**config.mk**
```make
export PLATFORM = sky130hd
export DESIGN_NAME = output_shutoff_control
export DESIGN_NICKNAME = d
export VERILOG_FILES = /design/src/rtl/output_shutoff_pkg.sv /design/src/rtl/output_shutoff_control.sv
export VERILOG_INCLUDE_DIRS = /design/src /design/src/rtl
export SDC_FILE = /design/constraint.sdc
export NUM_CORES = 1
export LEC_CHECK = 0
export BUFFER_PORTS_ARGS = -buffer_cell sky130_fd_sc_hd__buf_2
export CAP_MARGIN = 15
export CORE_MARGIN = 1
export CORE_UTILIZATION = 40
export DETAILED_ROUTE_END_ITERATION = 12
export MAX_ROUTING_LAYER = met4
export PLACE_DENSITY = 0.58
export SLEW_MARGIN = 20
export SYNTH_ARGS = -nofsm -noshare
export SYNTH_HDL_FRONTEND = slang
export SYNTH_SLANG_ARGS = --single-unit
```
**constraint.sdc**
```tcl
create_clock -name clk_i -period 2.55 [get_ports clk_i]
set_clock_uncertainty 0.2 [all_clocks]
set_input_delay 0.255 -clock clk_i [delete_from_list [all_inputs] [get_ports clk_i]]
set_output_delay 0.255 -clock clk_i [all_outputs]
set_load 0.01 [all_outputs]
```
**src/rtl/output_shutoff_consts.svh**
```systemverilog
// offsets, field positions, reset values and counts of the shutoff block
`ifndef OUTPUT_SHUTOFF_CONSTS_SVH
`define OUTPUT_SHUTOFF_CONSTS_SVH

// ****************************************************************
// register byte offsets
// ****************************************************************
`define OFF_CTRL_A 8'h00
`define OFF_CTRL_B 8'h04
`define OFF_CTRL_C 8'h08
`define OFF_CTRL_D 8'h0c
`define OFF_CTRL_E 8'h10
`define OFF_OUT_CMP 8'h14
`define OFF_ACT_LVL 8'h18
`define OFF_SW_SHUT 8'h1c
`define OFF_CH0_PIN 8'h20
`define OFF_OSC 8'h24
`define OFF_HIZ_STAT 8'h28

// ****************************************************************
// field positions of the control/status words
// ****************************************************************
`define BIT_MODE_LO 0
`define BIT_MODE_HI 1
`define BIT_IRQ_EN 8
`define BIT_HIZ_EN 9
`define BIT_FLAG 12

// ****************************************************************
// reset values
// ****************************************************************
`define RST_CTRL 16'h0000
`define RST_ACT_LVL 6'h3f
`define RST_SW_SHUT 5'h00
`define RST_CH0_PIN 2'h0

// ****************************************************************
// sampling counts
// ****************************************************************
`define DIV_A 8'd8
`define DIV_B 8'd16
`define DIV_C 8'd128
`define SAMPLE_NUM 5'd16

`endif

```
**src/rtl/output_shutoff_pkg.sv**
```systemverilog
// types shared by the output shutoff block
package output_shutoff_pkg;
	typedef enum logic [1:0] {MODE_EDGE, MODE_DIV8, MODE_DIV16, MODE_DIV128}
		mode_type;
	typedef struct packed {
		logic flag;
		logic hiz_en;
		logic irq_en;
		mode_type mode;
	} ctrl_type;
	typedef struct packed {
		logic ch34_gen012;
		logic ch67;
		logic ch0_pin_a;
		logic ch0_pin_b;
		logic gen01;
		logic gen23;
	} hiz_type;
	typedef struct packed {
		logic ch34_gen012;
		logic ch67;
		logic ch0;
		logic gen01;
		logic gen23;
	} sw_type;
endpackage

```
**src/rtl/output_shutoff_control.sv**
```systemverilog
// emergency output shutoff control with a classic wishbone slave
//
// Functional notes
// - each request input: falling edge or 16 low samples at clk/8/16/128
// - five request inputs; a detection forces all timer output groups
// - oscillator stop detection can force all timer output groups
// - both outputs of a pair active one cycle forces paired groups
// - software enable bits force the timer output groups directly
// - interrupt on input detection and on output level comparison
// - each input has a two-bit mode field and a detection flag
// - a per-input interrupt enable gates that input's interrupt
// - a per-input hiz enable decides if detection forces outputs
// - separate software hiz bits per timer output group
// - each channel zero pin has its own hiz enable bit
`timescale 1ns/100ps
`include "output_shutoff_consts.svh"

module output_shutoff_control
	import output_shutoff_pkg::*;
#(
	parameter int INPUTS = 5,
	parameter int PAIRS = 6
)
(
	input wire logic clk_i,
	input wire logic rst_i,
	input wire logic cyc_i,
	input wire logic stb_i,
	input wire logic we_i,
	input wire logic [7:0] adr_i,
	input wire logic [3:0] sel_i,
	input wire logic [31:0] dat_i,
	output logic [31:0] dat_o,
	output logic ack_o,
	input wire logic [INPUTS-1:0] shutdown_request_n_i,
	input wire logic osc_stop_i,
	input wire logic [PAIRS-1:0] pair_pos_i,
	input wire logic [PAIRS-1:0] pair_neg_i,
	output hiz_type hiz_o,
	output logic irq_o
);

	// ****************************************************************
	// helper functions
	// ****************************************************************
	function automatic logic div_tick(input mode_type m,
		input logic [7:0] c);
		logic t;
		t = 1'b0;
		case (m)
			MODE_DIV8: t = (c & (`DIV_A - 8'd1)) == (`DIV_A - 8'd1);
			MODE_DIV16: t = (c & (`DIV_B - 8'd1)) == (`DIV_B - 8'd1);
			MODE_DIV128: t = (c & (`DIV_C - 8'd1)) == (`DIV_C - 8'd1);
			default: t = 1'b0;
		endcase
		return t;
	endfunction

	function automatic logic [15:0] ctrl_word(input ctrl_type c);
		logic [15:0] w;
		w = 16'h0000;
		w[`BIT_MODE_HI:`BIT_MODE_LO] = c.mode;
		w[`BIT_IRQ_EN] = c.irq_en;
		w[`BIT_HIZ_EN] = c.hiz_en;
		w[`BIT_FLAG] = c.flag;
		return w;
	endfunction

	function automatic logic [15:0] merge16(input logic [15:0] old,
		input logic [15:0] wd, input logic [1:0] sel);
		logic [15:0] m;
		m = old;
		if (sel[0])
			m[7:0] = wd[7:0];
		if (sel[1])
			m[15:8] = wd[15:8];
		return m;
	endfunction

	// write of a control word: flag is cleared by writing zero once the
	// cause has gone, a set in the same cycle wins
	function automatic ctrl_type ctrl_write(input ctrl_type c,
		input logic [15:0] wd, input logic [1:0] sel, input logic gone);
		ctrl_type n;
		logic [15:0] m;
		n = c;
		m = merge16(ctrl_word(c), wd, sel);
		n.mode = mode_type'(m[`BIT_MODE_HI:`BIT_MODE_LO]);
		n.irq_en = m[`BIT_IRQ_EN];
		n.hiz_en = m[`BIT_HIZ_EN];
		if (sel[1] && !wd[`BIT_FLAG] && gone)
			n.flag = 1'b0;
		return n;
	endfunction

	// ****************************************************************
	// state
	// ****************************************************************
	ctrl_type [INPUTS-1:0] in_ctrl_reg, in_ctrl_next;
	ctrl_type cmp_ctrl_reg, cmp_ctrl_next;
	ctrl_type osc_ctrl_reg, osc_ctrl_next;
	logic [PAIRS-1:0] act_lvl_reg, act_lvl_next;
	sw_type sw_reg, sw_next;
	logic [1:0] ch0_pin_reg, ch0_pin_next;
	logic [INPUTS-1:0][4:0] cnt_reg, cnt_next;
	logic [INPUTS-1:0] prev_reg, prev_next;
	logic [7:0] div_reg, div_next;
	logic [31:0] dat_reg, dat_next;
	logic ack_reg, ack_next;
	hiz_type hiz_reg, hiz_next;
	logic irq_reg, irq_next;

	// ****************************************************************
	// next-state logic
	// ****************************************************************
	always_comb
	begin
		logic req;
		logic wr;
		logic [7:0] addr;
		logic [15:0] wd;
		logic [1:0] ws;
		logic low;
		logic hit;
		logic tick;
		logic [PAIRS-1:0] both;
		logic ext_any;
		logic cmp_any;
		logic ch0_force;
		low = 1'b0;
		hit = 1'b0;
		tick = 1'b0;
		ch0_force = 1'b0;
		in_ctrl_next = in_ctrl_reg;
		cmp_ctrl_next = cmp_ctrl_reg;
		osc_ctrl_next = osc_ctrl_reg;
		act_lvl_next = act_lvl_reg;
		sw_next = sw_reg;
		ch0_pin_next = ch0_pin_reg;
		cnt_next = cnt_reg;
		prev_next = shutdown_request_n_i;
		div_next = div_reg + 8'd1;
		dat_next = dat_reg;
		ack_next = 1'b0;
		req = cyc_i && stb_i && !ack_reg;
		wr = req && we_i;
		addr = {adr_i[7:2], 2'b00};
		wd = dat_i[15:0];
		ws = sel_i[1:0];
		both = ~(pair_pos_i ^ act_lvl_reg) & ~(pair_neg_i ^ act_lvl_reg);
		ext_any = 1'b0;
		cmp_any = 1'b0;
		irq_next = 1'b0;

		// bus writes to software-owned fields
		if (wr)
		begin
			case (addr)
				`OFF_CTRL_A, `OFF_CTRL_B, `OFF_CTRL_C, `OFF_CTRL_D,
				`OFF_CTRL_E:
				begin
					for (int i = 0; i < INPUTS; i++)
						if (addr == 8'(i * 4))
							in_ctrl_next[i] = ctrl_write(in_ctrl_reg[i],
								wd, ws, shutdown_request_n_i[i]);
				end
				`OFF_OUT_CMP: cmp_ctrl_next = ctrl_write(cmp_ctrl_reg, wd,
					ws, both == '0);
				`OFF_OSC: osc_ctrl_next = ctrl_write(osc_ctrl_reg, wd, ws,
					!osc_stop_i);
				`OFF_ACT_LVL:
				begin
					if (ws[0])
						act_lvl_next = wd[PAIRS-1:0];
				end
				`OFF_SW_SHUT:
				begin
					if (ws[0])
						sw_next = sw_type'(wd[4:0]);
				end
				`OFF_CH0_PIN:
				begin
					if (ws[0])
						ch0_pin_next = wd[1:0];
				end
				default: ;
			endcase
		end

		// request input detection, set wins over clear
		for (int i = 0; i < INPUTS; i++)
		begin
			low = !shutdown_request_n_i[i];
			hit = 1'b0;
			tick = div_tick(in_ctrl_reg[i].mode, div_reg);
			if (in_ctrl_reg[i].mode == MODE_EDGE)
			begin
				hit = prev_reg[i] && low;
				cnt_next[i] = 5'd0;
			end
			else if (tick)
			begin
				if (!low)
					cnt_next[i] = 5'd0;
				else if (cnt_reg[i] != `SAMPLE_NUM)
					cnt_next[i] = cnt_reg[i] + 5'd1;
				hit = low && (cnt_reg[i] >= `SAMPLE_NUM - 5'd1);
			end
			if (hit)
				in_ctrl_next[i].flag = 1'b1;
			if (in_ctrl_reg[i].flag && in_ctrl_reg[i].hiz_en)
				ext_any = 1'b1;
			if (in_ctrl_reg[i].flag && in_ctrl_reg[i].irq_en)
				irq_next = 1'b1;
		end

		// oscillator stop
		if (osc_stop_i)
			osc_ctrl_next.flag = 1'b1;
		if (osc_ctrl_reg.flag && osc_ctrl_reg.hiz_en)
			ext_any = 1'b1;

		// paired output comparison against the active level
		if (cmp_ctrl_reg.mode != MODE_EDGE && both != '0)
			cmp_ctrl_next.flag = 1'b1;
		if (cmp_ctrl_reg.flag && cmp_ctrl_reg.hiz_en)
			cmp_any = 1'b1;
		if (cmp_ctrl_reg.flag && cmp_ctrl_reg.irq_en)
			irq_next = 1'b1;

		// output forcing
		ch0_force = ext_any || sw_reg.ch0;
		hiz_next.ch34_gen012 = ext_any || cmp_any || sw_reg.ch34_gen012;
		hiz_next.ch67 = ext_any || cmp_any || sw_reg.ch67;
		hiz_next.gen01 = ext_any || cmp_any || sw_reg.gen01;
		hiz_next.gen23 = ext_any || cmp_any || sw_reg.gen23;
		hiz_next.ch0_pin_a = ch0_force && ch0_pin_reg[0];
		hiz_next.ch0_pin_b = ch0_force && ch0_pin_reg[1];

		// bus reads and acknowledge
		if (req)
		begin
			ack_next = 1'b1;
			dat_next = 32'h00000000;
			case (addr)
				`OFF_CTRL_A, `OFF_CTRL_B, `OFF_CTRL_C, `OFF_CTRL_D,
				`OFF_CTRL_E:
				begin
					for (int i = 0; i < INPUTS; i++)
						if (addr == 8'(i * 4))
							dat_next[15:0] = ctrl_word(in_ctrl_reg[i]);
				end
				`OFF_OUT_CMP: dat_next[15:0] = ctrl_word(cmp_ctrl_reg);
				`OFF_OSC: dat_next[15:0] = ctrl_word(osc_ctrl_reg);
				`OFF_ACT_LVL: dat_next[PAIRS-1:0] = act_lvl_reg;
				`OFF_SW_SHUT: dat_next[4:0] = sw_reg;
				`OFF_CH0_PIN: dat_next[1:0] = ch0_pin_reg;
				`OFF_HIZ_STAT: dat_next[5:0] = hiz_reg;
				default: dat_next = 32'h00000000;
			endcase
		end
	end

	// ****************************************************************
	// registers
	// ****************************************************************
	always_ff @(posedge clk_i)
	begin
		if (rst_i)
		begin
			for (int i = 0; i < INPUTS; i++)
				in_ctrl_reg[i] <= ctrl_type'(5'h00);
			cmp_ctrl_reg <= ctrl_type'(5'h00);
			osc_ctrl_reg <= ctrl_type'(5'h00);
			act_lvl_reg <= `RST_ACT_LVL;
			sw_reg <= `RST_SW_SHUT;
			ch0_pin_reg <= `RST_CH0_PIN;
			cnt_reg <= '0;
			prev_reg <= '1;
			div_reg <= 8'h00;
			dat_reg <= 32'h00000000;
			ack_reg <= 1'b0;
			hiz_reg <= hiz_type'(6'h00);
			irq_reg <= 1'b0;
		end
		else
		begin
			in_ctrl_reg <= in_ctrl_next;
			cmp_ctrl_reg <= cmp_ctrl_next;
			osc_ctrl_reg <= osc_ctrl_next;
			act_lvl_reg <= act_lvl_next;
			sw_reg <= sw_next;
			ch0_pin_reg <= ch0_pin_next;
			cnt_reg <= cnt_next;
			prev_reg <= prev_next;
			div_reg <= div_next;
			dat_reg <= dat_next;
			ack_reg <= ack_next;
			hiz_reg <= hiz_next;
			irq_reg <= irq_next;
		end
	end

	assign dat_o = dat_reg;
	assign ack_o = ack_reg;
	assign hiz_o = hiz_reg;
	assign irq_o = irq_reg;

endmodule

```
### Word level (Yosys, flattened, before mapping)

Index checks and enable logic that the tools add are counted.

| word-level totals | value |
|---|---|
| latch bits | 0 |
| word-level logic and storage cells | 313 |
| memories | 0 |
| ROM bits | 0 |
| bits in writable memories | 0 |
| register bits | 110 |
| output and inout port bits | 40 |

| cells by class | value |
|---|---|
| multipliers | 0 |
| reduce and logical (&&, ||, !) cells | 126 |
| shift-type cells | 0 |
| $lt $le $gt $ge | 5 |
| equality and inequality tests | 33 |
| add/subtract/negate cells | 6 |
| div/mod/pow operators | 0 |
| bitwise logic cells | 5 |
| multiplexer cells | 87 |

Operators with widths:

| cell | number |
|---|---|
| $mux W5 | 19 |
| $reduce_bool A2 Y1 | 32 |
| $reduce_and A4 Y1 | 15 |
| $mux W25 | 2 |
| $mux W16 | 3 |
| $mux W1 | 38 |
| $logic_and A1 B1 Y1 | 37 |
| $pmux W10 S3 | 1 |
| $mux W2 | 14 |
| $reduce_and A3 Y1 | 9 |
| $mux W13 | 2 |
| $add A5 B1 Y5 const B | 5 |
| $ge A5 B4 Y1 const B | 5 |
| $ne A5 B5 Y1 const B | 5 |
| $eq A6 B3 Y1 const B | 4 |
| $eq A2 B2 Y1 const B | 10 |
| $eq A6 B4 Y1 const B | 3 |
| $pmux W1 S3 | 6 |
| $pmux W2 S7 | 1 |
| $eq A6 B2 Y1 const B | 2 |
| $logic_not A6 Y1 | 2 |
| $not A6 Y6 | 2 |
| $pmux W3 S4 | 1 |
| $xor A6 B6 Y6 | 2 |
| other kinds (14) | 42 |

### Depth between registers and ports, before layout

Gate-level depths: netlist of run 1.

| depth | value |
|---|---|
| depth in word-level cells | 9 |
| mapped depth | 8 |
| gate-level depth less buffers | 8 |

### Least setup slack after synthesis of run 1

OpenSTA, ideal clock, no wires.

| path | value |
|---|---|
| path type | register -> register |
| start | register div_reg[0] |
| end | register cnt_reg[11] in the netlist's numbering |
| path buffers | 1 |
| data arrival time | 1.726 ns |
| stages on the path, launching flop included | 9 |
| path slack | 0.554 ns |
| path through | dfxtp_1 ha_1 ha_1 buf_2 nand2_1 nor2_1 o21ai_1 or3b_1 a21oi_1 |

| between the ends | value |
|---|---|
| cells in the longest elaborated chain, start to end | 3 |

RTL lines:

| element | RTL line | source |
|---|---|---|
| start, declared | output_shutoff_control.sv:107 | `logic [7:0] div_reg, div_next;` |
| start signal, assigned | output_shutoff_control.sv:296 | `div_reg <= div_next;` |
| $eq A7 B7 Y1, or another cell as far along | output_shutoff_control.sv:53 | `` MODE_DIV128: t = (c & (`DIV_C - 8'd1)) == (`DIV_C - 8'd1); `` |
| $pmux W1 S3 (*) | output_shutoff_control.sv:50 | `case (m)` |
| $reduce_and A2 Y1 (no line) (*) | n/a |  |
| end signal, assigned | output_shutoff_control.sv:294 | `cnt_reg <= cnt_next;` |
| end, declared | output_shutoff_control.sv:105 | `logic [INPUTS-1:0][4:0] cnt_reg, cnt_next;` |

Mark *: on every way between the ends. The rest lies on a longest branch, timed or not.
A chain may end at the register's enable or synchronous reset.

### Final worst setup path of run 1

| path | value |
|---|---|
| start | register div_reg[0] |
| end | register cnt_reg[19] in the netlist's numbering |

Same word-level chain as after synthesis.

==> impl_metrics.csv, run 1 <==
group,metric,value,unit
outcome,status,"complete, no violations",
final_layout,syn2layout_area_growth,14.5,%
floorplanning,fp.coreArea,12800,um^2
routing,routedWlPerCell,14.5,um
final_layout,most-common-layout-cells,"dfxtp_1 (102), nor2_1 (95), nand2_1 (57)",
routing,antenna_left,0,
critical_path,worst-setup-path-type,"register to register",
synthesis,ys.flop_type,"dfxtp_1",
global_route,antenna_found_initial,0,
global_route,track_usage,20.2,%
clock_tree,numCtsBuffers,9,
routing,via_per_inst,5.27,
critical_path,r2r-end,"cnt_reg[19]",
timing,max_slew_margin,56.3,%
floorplanning,die_x,117,um
synthesis,synth_top_area_share,38.4,%
critical_path,crit_required,2.63,ns
synthesis,synthCells,627,
floorplanning,rows,41,
final_layout,final_common_cell,"dfxtp_1",
critical_path,crit_path_start,"div_reg[0]",
worst_hold_path,worstHoldStart,"shutdown_request_n_i[2]",
clock_tree,cts.clk_slew.worst_paths,0.07,ns
synthesis,synth_top_cell_by_area,"dfxtp_1",
placed_design,post-dp-hpwl,9220,um
synthesis,synth_area_leaders,"dfxtp_1 (38%), mux2i_1 (7.3%), nor2_1 (6.7%)",
timing,setup_viol,0,
final_layout,finalInstanceArea,6090,um^2
clock_tree,h-tree-depth,3,
placed_design,globalplace.congestion,0.860,
timing,rsz0062_at_grt,"false",
global_route,grt_pass1_wl,20500,um
timing,fmax,459,MHz
worst_hold_path,whs_path_depth,2,
final_layout,diodes,0,
critical_path,ff2ff_path_depth,7,
routing,firstDrtPassIters,4,
power_and_ir_drop,p_per_area,537,nW/um^2
routing,drt_wl_total,12500,um
timing,fin_crit,2.18,ns
routing,drc,0,
clock_tree,cts_num_sinks,102,
critical_path,critPathMaxFanout,10,
critical_path,arrival,2.26,ns
power_and_ir_drop,leakage,2.47,nW
timing,tns,0,ns
final_layout,drive_above_1_share,15.8,%
routing,drtIter0Drc,252,
synthesis,avgSynthCellArea,8.48,um^2
worst_hold_path,hold_class,"input port to register",
synthesis,synth-warning-count,0,
critical_path,endpoint,"cnt_reg[19]",
final_layout,nNetsFinal,769,
clock_tree,cts_tree,"done",
synthesis,synth_area,5320,um^2
clock_tree,clockBufferDepth,2,
floorplanning,dieArea,13800,um^2
timing,tightest_slew,0.655,ns
clock_tree,clk_latency,0.35,ns
floorplanning,io_pins,107,
clock_tree,post_cts_buffers,0,
floorplanning,die_height,117,um
timing,final_hold_viol_count,0,
global_route,grt_start_max_net_pins,36,
synthesis,synth-seq-cells,102,
synthesis,seq_area_frac_synth,38.4,%
timing,drv_slew,0,
power_and_ir_drop,max-vdd-ir-drop,0.000316,V
synthesis,synth_edf_count,0,
run,maxCapViolCount,0,
critical_path,r2r-start,"div_reg[0]",
timing,min_period_over_period,85.4,%
floorplanning,start_util,41.6,%
placed_design,placed_area,5700,um^2
placed_design,portBuffers,56,
global_route,grt_pass1_vias,4177,
clock_tree,cts_root_buf,"clkbuf_16",
synthesis,yosysUniqueCellTypes,59,
global_route,grt_overflow,0,
synthesis,synthArstFlopShare,0,%
critical_path,r2r_slack,0.37,ns
routing,via_count,4542,
critical_path,startpoint_type,"register",
critical_path,end_kind,"register",
==> power by group <==
| part | switching [mW] | total (mW) | leakage (nW) | internal (mW) |
|---|---|---|---|---|
| clock | 0.610 | 1.40 | 0.142 | 0.788 |
| combinational | 0.136 | 0.230 | 1.51 | 0.0939 |
| sequential | 0.0222 | 1.64 | 0.827 | 1.62 |
| total | 0.768 | 3.27 | 2.47 | 2.50 |
==> routing by layer <==
layer	global-route usage, %	part of all wire [%]
met1	25.3	47
met4	5.91	1.2
met2	32.0	48
met5	-	0
met3	5.15	4.2
==> synth_stat cells, types with 2 or more instances <==
library cell	instances
nand2b_1	5
nand3_1	18
dfxtp_1	102
a311o_1	4
mux2i_1	39
or3_1	11
nand2_1	57
nor2b_1	3
o22a_1	2
ha_1	17
a211oi_1	9
nand3b_1	5
o21ai_1	3
o2111ai_1	4
buf_4	24
o31ai_1	2
a21o_1	3
clkbuf_1	16
or4_1	2
nor4b_1	3
a22oi_1	11
a221oi_1	4
a21bo_2	2
and3_1	11
nor2_1	95
xor2_1	7
or2_2	8
and2_1	5
buf_2	10
xnor2_1	4
a21oi_1	53
o21ai_0	7
nor2_4	2
inv_1	18
o21a_1	3
mux4_2	6
nand4_1	8
nor3_1	23
==> how the worst min path moves through the flow <==
stage	to	slack, ns
3_5_place_dp	div_reg[0]	0.23
4_1_cts	prev_reg[2]	0.01
6_report	prev_reg[2]	0.01
2_1_floorplan	prev_reg[0]	0.16
3_3_place_gp	div_reg[0]	0.22
5_1_grt	prev_reg[2]	0.02
==> cells by family after synthesis <==
family / after synthesis / share of synthesized area, %
simple gates: 266 / 24.8
compound gates: 115 / 14.1
xor+xnor: 11 / 1.81
buf+inv: 69 / 6.80
flops: 102 / 38.4
mux: 46 / 10.1
other cells: 1 / 0.0705
fa+ha+maj: 17 / 4.00
==> worst max-delay path, stage by stage, from the launching register on <==
cell and delay [ns]:
dfxtp_1 0.35, ha_1 0.17, ha_1 0.39, nand2_1 0.10
nor2_1 0.21, o21ai_1 0.19, or3_1 0.34, a21oi_1 0.15
==> what timing repair did <==
item                       in CTS  in global routing
hold endpoints to repair       12                  0
setup endpoints to repair       0                  0
hold buffers                    9                  0
resized for setup               0                  0
==> per-stage QoR <==
step	hold WS (ns)	util [%]	setup slack [ns]	power, mW	std cells
after floorplan	0.162	-	0.554	1.82	649
after global placement	0.224	44.6	0.427	1.89	837
after detailed placement	0.235	44.6	0.373	1.89	837
after CTS	0.0106	47.7	0.352	3.31	862
after global routing	0.0229	47.7	0.175	3.40	862
final	0.0126	47.7	0.373	3.27	862
==> area by class of cell <==
cell class,count,area (um^2)
inverter,18,67.6
timing repair buffer,76,465
clock buffer,11,243
clock inverter,5,58.8
multi-input combinational,478,3000
fill,1264,6690
tap,172,215
sequential,102,2040
Power figures use the tool's default switching activity.
==> run 2, diff against run 1 <==
==> constraint.sdc (replaced) <==
create_clock -name clk_i -period 2.55 [get_ports clk_i]
set_clock_uncertainty 0.2 [all_clocks]
set_input_delay 0.765 -clock clk_i [delete_from_list [all_inputs] [get_ports clk_i]]
set_output_delay 0.765 -clock clk_i [all_outputs]
set_load 0.01 [all_outputs]
==> impl_metrics.csv, run 2 (same netlist as run 1, synthesis figures left out) <==
group,metric,value,unit
outcome,status,"complete, no violations",
timing,drv_slew,0,
routing,via_count,4521,
routing,drc,0,
critical_path,startpoint_type,"register",
clock_tree,cts_num_sinks,102,
critical_path,crit_buf_inv,0,
critical_path,crit_slowest_cell,"or3b_1",
routing,drt_wl_total,12500,um
timing,fin_crit,2.17,ns
final_layout,nNetsFinal,768,
run,maxCapViolCount,0,
timing,fmax,461,MHz
clock_tree,cts-resized-gates,0,
critical_path,worst-setup-path-type,"register to register",
clock_tree,clk_latency,0.35,ns
final_layout,most-common-layout-cells,"dfxtp_1 (102), nor2_1 (95), nand2_1 (57)",
timing,finalWorstSetupSlack,0.381,ns
timing,holdWs,0.243,ns
clock_tree,h-tree-depth,3,
final_layout,drive_above_1_share,16.6,%
critical_path,critPathMaxFanout,10,
clock_tree,cts_hold_buf,0,
timing,final_hold_viol_count,0,
routing,drtIter0Drc,306,
final_layout,final_common_cell,"dfxtp_1",
floorplanning,die_x,117,um
global_route,grt_start_max_net_pins,35,
critical_path,crit_family,"simple AND/OR/NAND/NOR gates",
power_and_ir_drop,leakage,2.45,nW
global_route,antenna_found_initial,0,
clock_tree,cts_root_buf,"clkbuf_16",
placed_design,globalplace.congestion,0.878,
clock_tree,numCtsBuffers,9,
critical_path,crit_path_max_incr_delay,0.41,ns
floorplanning,fp.coreArea,12800,um^2
global_route,grt_overflow,0,
power_and_ir_drop,p_per_area,517,nW/um^2
clock_tree,cts.clk_slew.worst_paths,0.06,ns
floorplanning,io_pins,107,
critical_path,crit_path_start,"div_reg[0]",
final_layout,syn2layout_area_growth,13.1,%
power_and_ir_drop,max-vdd-ir-drop,0.000330,V
timing,setup_viol,0,
routing,firstDrtPassIters,5,
global_route,track_usage,19.9,%
clock_tree,clockBufferDepth,2,
critical_path,worst_path_most_repeated_cell,"ha_1",
routing,routedWlPerCell,14.5,um
timing,min_period_over_period,85.1,%
clock_tree,post_cts_buffers,0,
critical_path,end_kind,"register",
floorplanning,start_util,41.6,%
critical_path,arrival,2.25,ns
global_route,grt_pass1_vias,4152,
placed_design,place_ws,0.0747,ns
critical_path,r2r-start,"div_reg[0]",
worst_hold_path,worstHoldStart,"div_reg[0]",
timing,rsz0062_at_grt,"false",
placed_design,portBuffers,56,
routing,via_per_inst,5.26,
worst_hold_path,hold_class,"register to register",
global_route,grt_pass1_wl,20300,um
final_layout,diodes,0,
critical_path,worstPathCellList,"ha_1, ha_1, nand2_1, nor2_1, o21ai_1, or3b_1, a21oi_1",
critical_path,crit_required,2.64,ns
timing,tns,0,ns
floorplanning,dieArea,13800,um^2
placed_design,post-dp-hpwl,9330,um
clock_tree,cts_tree,"done",
floorplanning,die_height,117,um
routing,antenna_left,0,
floorplanning,rows,41,
-- run 2: worst paths after layout --
check,endpoint,slack (ns),cells past startpoint
setup / recovery,cnt_reg[11],0.38,7
hold / removal,div_reg[0],0.24,1
setup reg to reg,cnt_reg[11],0.38,7
hold reg to reg,div_reg[0],0.24,1
-- run 2: worst register-to-register path: stages, from the launching register on --
cell and delay [ns]:
dfxtp_1 0.34, ha_1 0.17, ha_1 0.40, nand2_1 0.13, nor2_1 0.15, o21ai_1 0.17, or3b_1 0.41, a21oi_1 0.14
-- run 2: final cells by class --
| class | instances | area (um^2) |
|---|---|---|
| Timing Repair Buffer | 75 | 435 |
| Inverter | 18 | 67.6 |
| Tap cell | 172 | 215 |
| Multi-Input combinational cell | 478 | 3000 |
| Sequential cell | 102 | 2040 |
| Clock buffer | 12 | 236 |
| Fill cell | 1235 | 6760 |
| Clock inverter | 3 | 22.5 |
-- run 2: metal layers --
| layer | global-route usage [%] | vias up | wire length (um) | part of all wire [%] |
|---|---|---|---|---|
| met2 | 31.0 | 96 | 5810 | 47 |
| met3 | 4.84 | 18 | 525 | 4.2 |
| met1 | 25.7 | 2130 | 5970 | 48 |
| met5 | - | - | 0 | 0 |
| met4 | 5.74 | 0 | 165 | 1.3 |
| li1 | - | 2277 | - | - |
-- run 2: power by group --
group | switching [mW] | internal, mW
combinational | 0.135 | 0.0899
clock | 0.588 | 0.658
sequential | 0.0224 | 1.62
total | 0.745 | 2.36
-- run 2: through the flow --
stage	area (um^2)	power [mW]	utilization, %	instances
2_1_floorplan	5400	1.82	-	649
3_3_place_gp	5760	1.89	45.1	845
3_5_place_dp	5760	1.90	45.1	845
4_1_cts	6010	3.15	47.1	860
5_1_grt	6010	3.24	47.1	860
6_report	6010	3.11	47.1	860
==> run 3, diff against run 2 <==
BUFFER_PORTS_ARGS = unset   (was -buffer_cell sky130_fd_sc_hd__buf_2)
DONT_BUFFER_PORTS = 1   (was unset)
GPL_ROUTABILITY_DRIVEN = 0   (was unset)
PLACE_DENSITY = 0.51   (was 0.58)
==> impl_metrics.csv, run 3 (same netlist as run 1, synthesis figures left out) <==
group,metric,value,unit
power_and_ir_drop,p_switching,0.696,mW
floorplanning,die_height,117,um
timing,tns,0,ns
floorplanning,die_x,117,um
floorplanning,dieArea,13800,um^2
clock_tree,h-tree-depth,3,
global_route,grt_pass1_wl,20200,um
timing,fin_crit,2.21,ns
power_and_ir_drop,p_int,2.36,mW
placed_design,post-dp-hpwl,9140,um
clock_tree,numCtsBuffers,9,
floorplanning,io_pins,107,
timing,min_period_over_period,86.7,%
floorplanning,rows,41,
timing,rsz0062_at_grt,"false",
clock_tree,clk_latency,0.35,ns
global_route,antenna_found_initial,0,
power_and_ir_drop,pwr-share-clk,42.3,%
final_layout,drive_above_1_share,8.79,%
power_and_ir_drop,p_seq_share,53.8,%
power_and_ir_drop,switching_share,22.8,%
critical_path,end_kind,"register",
timing,final_hold_viol_count,0,
placed_design,portBuffers,0,
final_layout,syn2layout_area_growth,6.94,%
clock_tree,clockBufferDepth,2,
power_and_ir_drop,max-vdd-ir-drop,0.000338,V
routing,drtIter0Drc,171,
clock_tree,cts-resized-gates,0,
routing,via_per_inst,5.37,
clock_tree,cts_num_sinks,102,
worst_hold_path,hold_class,"register to register",
global_route,grt_start_max_net_pins,90,
power_and_ir_drop,comb_power_share,4.0,%
timing,setup_viol,0,
critical_path,worst-setup-path-type,"register to register",
placed_design,dpl.cell_count,782,
critical_path,arrival,2.30,ns
clock_tree,cts.clk_slew.worst_paths,0.07,ns
timing,finalWorstSetupSlack,0.339,ns
outcome,status,"complete, no violations",
global_route,track_usage,20.0,%
critical_path,startpoint_type,"register",
placed_design,place_ws,0.225,ns
clock_tree,cts_root_buf,"clkbuf_16",
timing,drv_slew,0,
global_route,grt_overflow,0,
global_route,grt_pass1_vias,3919,
final_layout,fill_cells,1275,
final_layout,nNetsFinal,705,
timing,fmax,452,MHz
critical_path,critPathMaxFanout,10,
routing,drt_wl_total,12500,um
final_layout,final_common_cell,"dfxtp_1",
routing,firstDrtPassIters,4,
clock_tree,post_cts_buffers,0,
final_layout,stdcell_count,798,
floorplanning,fp.coreArea,12800,um^2
floorplanning,start_util,41.6,%
routing,via_count,4286,
routing,drc,0,
routing,routedWlPerCell,15.7,um
routing,antenna_left,0,
final_layout,diodes,0,
power_and_ir_drop,leakage,2.19,nW
power_and_ir_drop,p_per_area,537,nW/um^2
final_layout,most-common-layout-cells,"dfxtp_1 (102), nor2_1 (95), nand2_1 (57)",
clock_tree,cts_hold_buf,0,
run,maxCapViolCount,0,
critical_path,crit_required,2.64,ns
clock_tree,cts_tree,"done",
## run 3: cell count changes in the layout (fill, tap and decap cells not counted), sizes merged
cell | previous run | this run
clkbuf | 12 | 10
clkinv | 0 | 4
clkinvlp | 3 | 1
inv | 18 | 19
buf | 75 | 12
## run 3: final cells by class
type	count	area (um^2)	area share, %
multi-input combinational	478	3000	52.7
sequential	102	2040	35.9
clock buffer	10	239	4.20
tap	172	215	3.79
timing repair buffer	12	90.1	1.58
inverter	18	67.6	1.19
clock inverter	6	36.3	0.638
## run 3: per-layer routing
metal  up-vias  share of wire [%]  GRT usage (%)
met5         -                  0              -
met4         0               0.42           4.98
met3         4                6.0           5.82
met2       107                 46           30.9
met1      2010                 48           25.6
li1       2165                  -              -
## run 3: worst paths after layout
kind / slack [ns] / start / end / depth (start not counted)
worst max register to register: 0.34 / div_reg[0] / cnt_reg[11] / 7
worst min-delay path: 0.24 / div_reg[0] / div_reg[0] / 1
worst min register to register: 0.24 / div_reg[0] / div_reg[0] / 1
worst max-delay path: 0.34 / div_reg[0] / cnt_reg[11] / 7
## run 3: metrics by stage
stage	power, mW	util (%)	hold WS, ns	cell area [um^2]
detailed placement	1.80	42.4	0.231	5410
CTS	3.10	44.5	0.239	5690
finish	3.05	44.5	0.245	5690
floorplan	1.82	-	0.213	5400
global route	3.18	44.5	0.266	5690
global placement	1.80	42.4	0.217	5410
## run 3: worst max-delay path, cell delays in order (launching register included)
cell     delay [ns]
dfxtp_1        0.36
ha_1           0.18
ha_1           0.39
nand2_1        0.13
nor2_1         0.16
o21ai_1        0.18
or3b_1         0.41
a21oi_1        0.13
## run 3: power by group through the flow
stage,registers (mW),clock network [mW],logic (mW)
floorplan,1.67,0,0.155
global placement,1.68,0,0.120
detailed placement,1.68,0,0.121
CTS,1.64,1.34,0.122
global route,1.64,1.40,0.139
finish,1.64,1.29,0.121
